<file path="config.mk">
export PLATFORM = sky130hd
export DESIGN_NAME = spmc_regs
export DESIGN_NICKNAME = d
export VERILOG_FILES = /design/src/shared/spmc_pkg.sv /design/src/verilog/spmc_regs.sv
export SDC_FILE = /design/constraint.sdc
export NUM_CORES = 1
export LEC_CHECK = 0
export ABC_AREA = 1
export BUFFER_PORTS_ARGS = -buffer_cell sky130_fd_sc_hd__buf_2
export CAP_MARGIN = 20
export CORE_UTILIZATION = 51
export DETAILED_ROUTE_END_ITERATION = 10
export PLACE_DENSITY = 0.77
export RECOVER_POWER = 50
export SLEW_MARGIN = 30
export SYNTH_ARGS = -nofsm -noshare
export SYNTH_HDL_FRONTEND = slang
export SYNTH_SLANG_ARGS = --single-unit
</file>
<file path="constraint.sdc">
create_clock -name clk_in -period 1.6 [get_ports clk_in]
set_clock_uncertainty 0.1 [all_clocks]
set_input_delay 0.24 -clock clk_in [delete_from_list [all_inputs] [get_ports clk_in]]
set_output_delay 0.24 -clock clk_in [all_outputs]
set_load 0.005 [all_outputs]
</file>
<file path="src/shared/spmc_pkg.sv">
// Constants and carrier types for the sensor power, mode and calibration registers.
// Assumes a byte-wide register port driven by the serial bus front end on the same clock.
package spmc_pkg;
  localparam logic [7:0] SPMC_ADDR_CALIB_STATUS = 8'h6D;
  localparam logic [7:0] SPMC_ADDR_FUNC_ENABLE  = 8'h80;
  localparam logic [7:0] SPMC_ADDR_MEAS_SELECT  = 8'h81;
  localparam logic [7:0] SPMC_ADDR_FLICK_CONFIG = 8'h82;

  localparam int SPMC_BIT_BASELINE = 2;
  localparam int SPMC_BIT_OFFSET   = 1;
  localparam int SPMC_BIT_CALDONE  = 0;
  localparam int SPMC_BIT_POWER_ON = 0;
  localparam int SPMC_BIT_PROX_ON  = 3;
  localparam int SPMC_BIT_LIGHT_ON = 4;
  localparam int SPMC_BIT_FLICK_ON = 6;
  localparam int SPMC_BIT_SYNC     = 6;
  localparam int SPMC_BIT_CHAIN    = 1;
  localparam int SPMC_BIT_LDIODE   = 0;
  localparam int SPMC_BIT_FPATH    = 6;

  localparam logic [7:0] SPMC_MASK_CALIB  = 8'h07;
  localparam logic [7:0] SPMC_MASK_ENABLE = 8'h59;
  localparam logic [7:0] SPMC_MASK_MEAS   = 8'h4F;
  localparam logic [7:0] SPMC_MASK_FLICK  = 8'h7F;
  localparam logic [1:0] SPMC_PROX_DIODE_ON = 2'h3;

  localparam logic [7:0] SPMC_RST_CALIB  = 8'h00;
  localparam logic [7:0] SPMC_RST_ENABLE = 8'h00;
  localparam logic [7:0] SPMC_RST_MEAS   = 8'h00;
  localparam logic [7:0] SPMC_RST_FLICK  = 8'h00;

  typedef enum logic [2:0] {
    SPMC_BUF_OFF     = 3'h0,
    SPMC_BUF_W32     = 3'h1,
    SPMC_BUF_LIGHT16 = 3'h2,
    SPMC_BUF_FLICK16 = 3'h3,
    SPMC_BUF_FLICK8  = 3'h4
  } spmc_buf_fmt_e;

  // One-hot start gating for the light, proximity and flicker measurements
  typedef enum logic [2:0] {
    SPMC_ST_IDLE = 3'b001,
    SPMC_ST_WAIT = 3'b010,
    SPMC_ST_RUN  = 3'b100
  } spmc_state_e;

  typedef struct packed {
    logic       wr;
    logic       rd;
    logic [7:0] addr;
    logic [7:0] wdata;
  } spmc_reg_req_s;

  typedef struct packed {
    logic       osc_run;
    logic       flicker_on;
    logic       light_sense_on;
    logic       prox_sense_on;
    logic       measure_go;
    logic       prox_photodiode_on;
    logic       light_chain_select;
    logic       light_photodiode_on;
    logic       flicker_path_select;
    logic [2:0] buf_fmt;
    logic       buf_fmt_bad;
  } spmc_ctrl_s;
endpackage

</file>
<file path="src/verilog/spmc_regs.sv">
// Register bank for power, function enables, measurement selection and calibration status.
// Assumes a synchronous byte register port from a serial bus front end and event pulses
// from the proximity and calibration engines, all on clk_in.
`timescale 1ns/1ps
`default_nettype none
module spmc_regs
  import spmc_pkg::*;
(
  input  wire logic          clk_in,
  input  wire logic          rst_in,
  input  wire spmc_reg_req_s req_in,
  output var  logic [7:0]    rdata_out,
  output var  logic          rvalid_out,
  input  wire logic          vsync_in,
  input  wire logic          auto_baseline_on_in,
  input  wire logic          auto_offset_on_in,
  input  wire logic          calib_int_en_in,
  input  wire logic          baseline_lowered_in,
  input  wire logic          offset_lowered_in,
  input  wire logic          calib_complete_in,
  output var  spmc_ctrl_s    ctrl_out,
  output var  logic [7:0]    calib_status_out,
  output var  logic          calibration_interrupt_out
);

  logic [7:0]  calibration_status;
  logic [7:0]  function_enable;
  logic [7:0]  measurement_select;
  logic [7:0]  flicker_buffer_config;
  logic        vsync_meta;
  logic        vsync_sync;
  logic        vsync_prev;
  logic        vsync_rise;
  logic        any_on;
  logic [7:0]  next_enable;
  logic [7:0]  next_status;
  logic        base_evt;
  logic        offs_evt;
  spmc_state_e state;
  spmc_state_e next_state;

  function automatic logic hit(input spmc_reg_req_s r, input logic [7:0] a);
    return r.wr && (r.addr == a);
  endfunction

  // Display sync arrives from a pin, so it is synchronised before edge detection
  always_ff @(posedge clk_in or posedge rst_in) begin
    if (rst_in) begin
      vsync_meta <= 1'b0;
      vsync_sync <= 1'b0;
      vsync_prev <= 1'b0;
    end else begin
      vsync_meta <= vsync_in;
      vsync_sync <= vsync_meta;
      vsync_prev <= vsync_sync;
    end
  end

  assign vsync_rise = vsync_sync & ~vsync_prev;

  // Clearing power on also drops light and proximity enables in the same write
  always_comb begin
    next_enable = req_in.wdata & SPMC_MASK_ENABLE;
    if (!req_in.wdata[SPMC_BIT_POWER_ON]) begin
      next_enable[SPMC_BIT_PROX_ON]  = 1'b0;
      next_enable[SPMC_BIT_LIGHT_ON] = 1'b0;
    end
  end

  always_ff @(posedge clk_in or posedge rst_in) begin
    if (rst_in) begin
      function_enable <= SPMC_RST_ENABLE;
    end else if (hit(req_in, SPMC_ADDR_FUNC_ENABLE)) begin
      function_enable <= next_enable;
    end
  end

  always_ff @(posedge clk_in or posedge rst_in) begin
    if (rst_in) begin
      measurement_select <= SPMC_RST_MEAS;
    end else if (hit(req_in, SPMC_ADDR_MEAS_SELECT)) begin
      measurement_select <= req_in.wdata & SPMC_MASK_MEAS;
    end
  end

  // Bits 5:3 are kept read/write as printed even though they have no function
  always_ff @(posedge clk_in or posedge rst_in) begin
    if (rst_in) begin
      flicker_buffer_config <= SPMC_RST_FLICK;
    end else if (hit(req_in, SPMC_ADDR_FLICK_CONFIG)) begin
      flicker_buffer_config <= req_in.wdata & SPMC_MASK_FLICK;
    end
  end

  // Adjust events are qualified by their auto-adjust enable; a set wins over a same-cycle clear
  assign base_evt = baseline_lowered_in & auto_baseline_on_in;
  assign offs_evt = offset_lowered_in & auto_offset_on_in;

  always_comb begin
    next_status = calibration_status;
    if (hit(req_in, SPMC_ADDR_CALIB_STATUS)) begin
      next_status = calibration_status & ~(req_in.wdata & SPMC_MASK_CALIB);
    end
    if (base_evt) begin
      next_status[SPMC_BIT_BASELINE] = 1'b1;
    end
    if (offs_evt) begin
      next_status[SPMC_BIT_OFFSET] = 1'b1;
    end
    if (calib_complete_in) begin
      next_status[SPMC_BIT_CALDONE] = 1'b1;
    end
  end

  always_ff @(posedge clk_in or posedge rst_in) begin
    if (rst_in) begin
      calibration_status <= SPMC_RST_CALIB;
    end else begin
      calibration_status <= next_status;
    end
  end

  // Calibration interrupt pulse for one cycle after a baseline or offset adjust event (one pulse if both come together) when enabled
  always_ff @(posedge clk_in or posedge rst_in) begin
    if (rst_in) begin
      calibration_interrupt_out <= 1'b0;
    end else begin
      calibration_interrupt_out <= calib_int_en_in & (base_evt | offs_evt);
    end
  end

  // Measurement start: immediate, or held off until the next sync edge
  assign any_on = function_enable[SPMC_BIT_POWER_ON] &
                  (function_enable[SPMC_BIT_LIGHT_ON] | function_enable[SPMC_BIT_PROX_ON] |
                   function_enable[SPMC_BIT_FLICK_ON]);

  always_comb begin
    next_state = state;
    unique case (state)
      SPMC_ST_IDLE: begin
        if (any_on) begin
          next_state = measurement_select[SPMC_BIT_SYNC] ? SPMC_ST_WAIT : SPMC_ST_RUN;
        end
      end
      SPMC_ST_WAIT: begin
        if (!any_on) begin
          next_state = SPMC_ST_IDLE;
        end else if (vsync_rise) begin
          next_state = SPMC_ST_RUN;
        end
      end
      SPMC_ST_RUN: begin
        if (!any_on) begin
          next_state = SPMC_ST_IDLE;
        end
      end
      default: next_state = SPMC_ST_IDLE;
    endcase
  end

  always_ff @(posedge clk_in or posedge rst_in) begin
    if (rst_in) begin
      state <= SPMC_ST_IDLE;
    end else begin
      state <= next_state;
    end
  end

  always_ff @(posedge clk_in or posedge rst_in) begin
    if (rst_in) begin
      ctrl_out <= '0;
    end else begin
      ctrl_out.osc_run             <= function_enable[SPMC_BIT_POWER_ON];
      ctrl_out.flicker_on          <= function_enable[SPMC_BIT_FLICK_ON];
      ctrl_out.light_sense_on      <= function_enable[SPMC_BIT_LIGHT_ON];
      ctrl_out.prox_sense_on       <= function_enable[SPMC_BIT_PROX_ON];
      ctrl_out.measure_go          <= (state == SPMC_ST_RUN) && any_on;
      ctrl_out.prox_photodiode_on  <= (measurement_select[3:2] == SPMC_PROX_DIODE_ON);
      ctrl_out.light_chain_select  <= measurement_select[SPMC_BIT_CHAIN];
      ctrl_out.light_photodiode_on <= measurement_select[SPMC_BIT_LDIODE];
      ctrl_out.flicker_path_select <= flicker_buffer_config[SPMC_BIT_FPATH];
      ctrl_out.buf_fmt             <= flicker_buffer_config[2:0];
      ctrl_out.buf_fmt_bad         <= (flicker_buffer_config[2:0] > SPMC_BUF_FLICK8);
    end
  end

  always_ff @(posedge clk_in or posedge rst_in) begin
    if (rst_in) begin
      calib_status_out <= SPMC_RST_CALIB;
    end else begin
      calib_status_out <= next_status;
    end
  end

  // Read port: one-cycle registered answer, unmapped addresses read zero
  always_ff @(posedge clk_in or posedge rst_in) begin
    if (rst_in) begin
      rdata_out  <= 8'h00;
      rvalid_out <= 1'b0;
    end else begin
      rvalid_out <= req_in.rd;
      if (req_in.rd) begin
        unique case (req_in.addr)
          SPMC_ADDR_CALIB_STATUS: rdata_out <= calibration_status;
          SPMC_ADDR_FUNC_ENABLE:  rdata_out <= function_enable;
          SPMC_ADDR_MEAS_SELECT:  rdata_out <= measurement_select;
          SPMC_ADDR_FLICK_CONFIG: rdata_out <= flicker_buffer_config;
          default:                rdata_out <= 8'h00;
        endcase
      end
    end
  end

endmodule
`default_nettype wire

</file>
Yosys cells after proc, flatten, opt, wreduce, memory -nomap -nowiden

Index checks and enable logic that the tools add are counted.

Register bits after elaboration: 53
Input bits: 27
Output and inout bits: 31
Logic and storage cells: 69

$lt $le $gt $ge: 1
Equal/unequal tests: 11
Muxes and demuxes: 12
Bitwise gates (word level): 11
Reductions and logical operators: 9

Operator list:

| operator           | number |
|---|---|
| $pmux 8 s4         | 1 |
| $eq 8x8->1 const B | 3 |
| $mux 3             | 6 |
| $pmux 3 s3         | 1 |
| $and 8x8->8        | 1 |
| $eq 8x7->1 const B | 1 |
| $not 3->8          | 1 |
| $reduce_bool 2->1  | 3 |
| $and 1x1->1        | 5 |
| $logic_and 1x1->1  | 5 |
| $ne 2x2->1 const B | 2 |
| $eq 3x1->1 const B | 1 |
| $eq 3x2->1 const B | 1 |
| $eq 3x3->1 const B | 1 |
| $gt 3x3->1 const B | 1 |
| $mux 1             | 3 |
| $ne 3x3->1 const B | 1 |
| $or 1x1->1         | 3 |
| $reduce_and 3->1   | 1 |
| $eq 2x2->1 const B | 1 |
| $mux 2             | 1 |
| $not 1->1          | 1 |

Depth between registers and ports, before layout

Depth in word-level cells: 5
Depth in mapped cells: 8
Depth with buffers taken out: 7

Worst setup path before layout

No wires, ideal clock.

Kind: reg-to-reg
From: register state[0]
To: register state[2]
Arrival: 934 ps
Setup slack: 448 ps
Stages on the path, launching flop included: 6
Period minus slack after synthesis: 1152 ps
Cell sequence: dfstp_2 nand3_1 nand2_1 o21ai_0 nand3_1 nand2_1

Longest elaborated chain between the ends: 3
Elaborated cells between the ends (all ways): 8
Those cells by class: eq/ne: 6; mux: 1; reduce/logical: 1

RTL lines:

| element                                                          | line             | text |
|---|---|---|
| from (decl)                                                      | spmc_regs.sv:39  | `spmc_state_e state;` |
| from (signal assigned)                                           | spmc_regs.sv:165 | `state <= next_state;` |
| $eq 3x2->1 (tied with other cells)                               | spmc_regs.sv:139 | `unique case (state)` |
| $ne 3x3->1 (no source line) / $ne 2x2->1 (equally long branches) | -                |  |
| $reduce_and 3->1 (no source line)                                | -                |  |

Parallel ways exist; a longest one is shown, timed or not.
A chain may end at the register's enable or synchronous reset.

Worst setup path in the final report

From: register function_enable[6]
To: register state[1]

Longest elaborated chain between the ends: 4
Elaborated cells between the ends (all ways): 8
Those cells by class: eq/ne: 3; mux: 2; bitwise: 2; reduce/logical: 1

RTL lines:

| element                                                                | line             | text |
|---|---|---|
| from (decl)                                                            | spmc_regs.sv:27  | `logic [7:0] function_enable;` |
| from (signal assigned)                                                 | spmc_regs.sv:74  | `function_enable <= next_enable;` |
| $or 1x1->1 *                                                           | spmc_regs.sv:134 | `(function_enable[SPMC_BIT_LIGHT_ON] \| function_enable[SPMC_BIT_PROX_ON] \|` |
| $and 1x1->1 *                                                          | spmc_regs.sv:133 | `assign any_on = function_enable[SPMC_BIT_POWER_ON] &` |
| $ne 3x3->1 (no source line) (tied with other cells)                    | -                |  |
| $reduce_and 3->1 (no source line) / $pmux 3 s3 (equally long branches) | -                |  |

Mark *: on every way between the ends. The rest lies on a longest branch, timed or not.

==> results summary <==
The run finished with clean final reports. The routed via count is ~1600. Setup repair after global routing left no endpoint under its margin. In this design, the stage delay of the slowest critical-path cell is between 0.3 and 0.4 ns. The number of hold buffers added after CTS was 2.

The final-stage net count is 303. The number of filler instances in the final layout is 328. Of the cells placed in the final design, the portion with a size suffix greater than 1 is 0.2754. The die height is 64.77 um. For the worst setup path, the data required time is between 1.5 and 2 ns. The share of total power dissipated in the clock network is 0.296. The quantity of gates resized following cts came out at 0.

By area the synthesized netlist is led by sky130_fd_sc_hd__dfrtp_1 (57%), sky130_fd_sc_hd__nand2_1 (11%), sky130_fd_sc_hd__nand3_1 (4.7%), sky130_fd_sc_hd__inv_1 (4.1%), sky130_fd_sc_hd__o21ai_0 (3.5%). The floorplan die area is 4195 um2. The total power consumption of the routed design is 2.348 mW. The number of warnings issued by yosys came out at 0. The critical path in this run is classified as flip-flop to flip-flop. The critical path's top delay family is flip-flops.

Summing all placed instances gives a cell area of 2302 um2. Counting both buffers and inverters, the worst setup path holds a total of 2. The share of synthesized area in the top cell type comes to 0.5729. After synthesis the netlist holds a flip-flop and latch count of 47.

The power per cell area came out at 980.6 nW/um2. The cell-internal power came out at 1.748 mW. The switching power of the nets came out at 0.6003 mW.

TritonCTS built the clock tree. VDD sags by at most 0.0006019 V. The area of all placed cells without fillers is 2395 um2.

The number of placed I/O pins is 58. The worst path arrival time came out at between 1 and 1.5 ns. After clock tree synthesis, the setup repair step added 0 buffers.

sky130_fd_sc_hd__nand2_1 is the most common cell in the netlist. The per-cell via count in the routed design is 4.836. The combined global-route utilization of all metal layers came out at 0.2123. In the finished design, the share of the clock period the worst path needs comes to 0.8199. The relative area change from synthesis to final layout is 19.18%. The routed wire length is 3785 um.

The cell count after synthesis came out at 218. Entering global routing, the biggest net connects 48 pins. The number of buffers inserted during clock tree synthesis came out at 5. The total overflow left after global routing is 0. After synthesis, the share of flip-flops with an asynchronous set or reset is 1.000. The worst setup path is launched from a flip-flop. In the synthesized netlist the dominant register cell turns out to be sky130_fd_sc_hd__dfrtp_1.

For this design the static power due to leakage is 1.300 nW. The slew at the pin closest to its max-slew limit is approximately 0.6 ns. The starting density of the core came out at 0.5407.

The logic gate share of total power came out at 0.134. Counting distinct cell types in the post-synthesis netlist gives 23. The number of clock sinks came out at 47.

The number of antenna violations at the first check in global routing was 0. For this run, design rule violations remaining after detail routing come to 0. The share of total power dissipated in sequential elements is 0.570. The cell sitting at the root of the clock tree is a sky130_fd_sc_hd__clkbuf_8. The final period demand of the worst path came out at 1.312 ns. The wire length of the first global-routing pass is 6679 um.

The clock network latency to the later pin of the worst-skew pair came out at 0.29 ns. Walking the worst path, the cells encountered are inv_1 -> nand3_1 -> nand2_1 -> nand2_1 -> o21ai_0 -> inv_1 -> o21ai_0. The residual antenna-violating net count after detailed routing came out at 0. The post-detailed-placement half-perimeter wirelength is 2805 um. After clock tree synthesis, the clock-pin slew on the worst setup and hold paths is 0.08 ns. The largest fanout of any net on the critical path is 6. The total count of hold-check failures in the final report came out at 0. The slowest library cell on the worst path is sky130_fd_sc_hd__dfrtp_1.

The number of max-cap violations is 0. Summing all multi-input logic gate instances after layout gives 685.7 um2. In the global route stage, met2 resource usage came out at 0.3633. The cell taking the most area after synthesis is sky130_fd_sc_hd__dfrtp_1. The path class of the tightest hold or removal check is primary input to flip-flop.

The clock tree buffer depth came out at 2. STA classifies the critical path endpoint as a flip-flop. The die is around 65 um wide.

The peak clock frequency supported by timing is about 0.76 GHz. The detailed-router iteration count before antenna repair is 4. The worst-case headroom to the max-slew limit is 0.5936. Setup violations remaining at the end of the flow were counted as 0. By count the netlist is led by sky130_fd_sc_hd__nand2_1 (58), sky130_fd_sc_hd__dfrtp_1 (46), sky130_fd_sc_hd__inv_1 (22), sky130_fd_sc_hd__nand3_1 (19), sky130_fd_sc_hd__o21ai_0 (14). Routability-driven placement finished with a final weighted congestion of 0.7995. The number of global-route vias before repair is 1560.

The number of antenna diodes came out at 0. The DRC marker count from the first detailed-route iteration is 82. The floorplan has 22 rows. The final-layout setup total negative slack came out at 0 ns. The average size of a mapped cell came out at 9.218 um2. The number of input and output port buffers inserted came out at 50. The post-detailed-route wirelength per cell came out at 11.68 um.

The number of pins with negative max-slew slack in the final report came to 0. The met1 track demand over resource came out at 0.2562. The number of enable-type register cells in the synthesized netlist came out at 0.

The utilization of the core after routing is 0.6444. The met3 usage came out at 0.04754. The area taken by flip-flops and latches came out at roughly 1200 um2. After global routing, the most crowded layer is met2.

The combined area of all synthesized cells came out at 2009 um2. The proportion of synthesized chip area in sequential cells came out at 0.5859. The core area is 3716 um2. The switching power as a share of total power is 0.2556. The H-tree depth is 2.
## cells in the final DEF (no fill, tap or decap), types with 4 or more instances in the layout
| cell | count |
|---|---|
| sky130_fd_sc_hd__o21ai_1 | 11 |
| sky130_fd_sc_hd__inv_1 | 21 |
| sky130_fd_sc_hd__buf_2 | 48 |
| sky130_fd_sc_hd__conb_1 | 6 |
| sky130_fd_sc_hd__nor2_1 | 9 |
| sky130_fd_sc_hd__dfrtp_1 | 46 |
| sky130_fd_sc_hd__nand4_1 | 4 |
| sky130_fd_sc_hd__nand2_2 | 4 |
| sky130_fd_sc_hd__o21ai_0 | 14 |
| sky130_fd_sc_hd__clkbuf_8 | 6 |
| sky130_fd_sc_hd__nor2_4 | 6 |
| sky130_fd_sc_hd__inv_2 | 5 |
| sky130_fd_sc_hd__nand2_1 | 58 |
| sky130_fd_sc_hd__nand3_1 | 19 |
## logic make-up after synthesis
kind of cell | after synthesis | share of synthesized area
AO/OA/AOI/OAI | 31 | 0.08219
other | 1 | 0.001866
flip-flops | 47 | 0.5859
AND/OR/NAND/NOR | 104 | 0.2478
buffers and inverters | 35 | 0.08219
## cell type report
cell class	count	area share
well taps	48	0.02508
multi-input cells	141	0.2863
clock inverters	1	0.002090
inverters	27	0.04232
flip-flops and latches	47	0.4916
repair buffers	54	0.1181
clock buffers	6	0.03448
## power by group through the flow
stage / logic, mW / registers (mW) / clock network (mW)
after global placement: 0.307 / 1.36 / 0
after detailed placement: 0.316 / 1.36 / 0
after floorplan: 0.201 / 1.36 / 0
after global routing: 0.367 / 1.35 / 0.756
after CTS: 0.321 / 1.34 / 0.718
final: 0.315 / 1.34 / 0.695
## per-stage QoR
step / hold WS [ns] / worst slack (ns) / std cells
floorplan: 0.1714 / 0.1455 / 223
global placement: 0.1924 / 0.2074 / 315
detailed placement: 0.1925 / 0.1775 / 315
CTS: 0.01207 / 0.2691 / 324
global route: 0.04297 / 0.1185 / 324
finish: 0.02026 / 0.2881 / 324
## state kept, by name (all words and copies together), names as in the netlist
| register | flops |
|---|---|
| vsync_sync | 1 |
| vsync_meta | 1 |
| flicker_buffer_config | 7 |
| state | 3 |
| calib_status_out | 3 |
| rdata_out | 7 |
| rvalid_out | 1 |
| ctrl_out | 13 |
| function_enable | 4 |
| vsync_prev | 1 |
| calibration_interrupt_out | 1 |
| measurement_select | 5 |
## worst reg2reg max path, delay by kind of cell (launching register included)
| kind | cells | cell delay [ns] |
|---|---|---|
| buffers and inverters | 2 | 0.16 |
| DFF | 1 | 0.38 |
| AOI/OAI and AO/OA | 2 | 0.27 |
| and+or+nand+nor | 3 | 0.33 |
## metal layers
layer | vias up | routed length [um]
met3 | 6 | 182
met1 | 720 | 1688
met2 | 46 | 1839
met4 | 0 | 75
li1 | 795 | -
met5 | - | 0
## worst paths after layout
check                                                from                                    to  slack (ns)  cells past startpoint
setup / recovery           function_enable[6]$_DFFE_PP0P_                  state[1]$_DFFE_PP0P_        0.29                      7
hold / removal                          calib_complete_in       calib_status_out[0]$_DFFE_PP0P_        0.02                      2
setup reg to reg           function_enable[6]$_DFFE_PP0P_                  state[1]$_DFFE_PP0P_        0.29                      7
hold reg to reg                      vsync_meta$_DFF_PP0_                  vsync_sync$_DFF_PP0_        0.25                      0
max in group asynchronous                          rst_in  flicker_buffer_config[2]$_DFFE_PP0P_        0.45                      4
min in group asynchronous                          rst_in        function_enable[3]$_DFFE_PP0P_        0.55                      4
(Power assumes the default switching activity.)
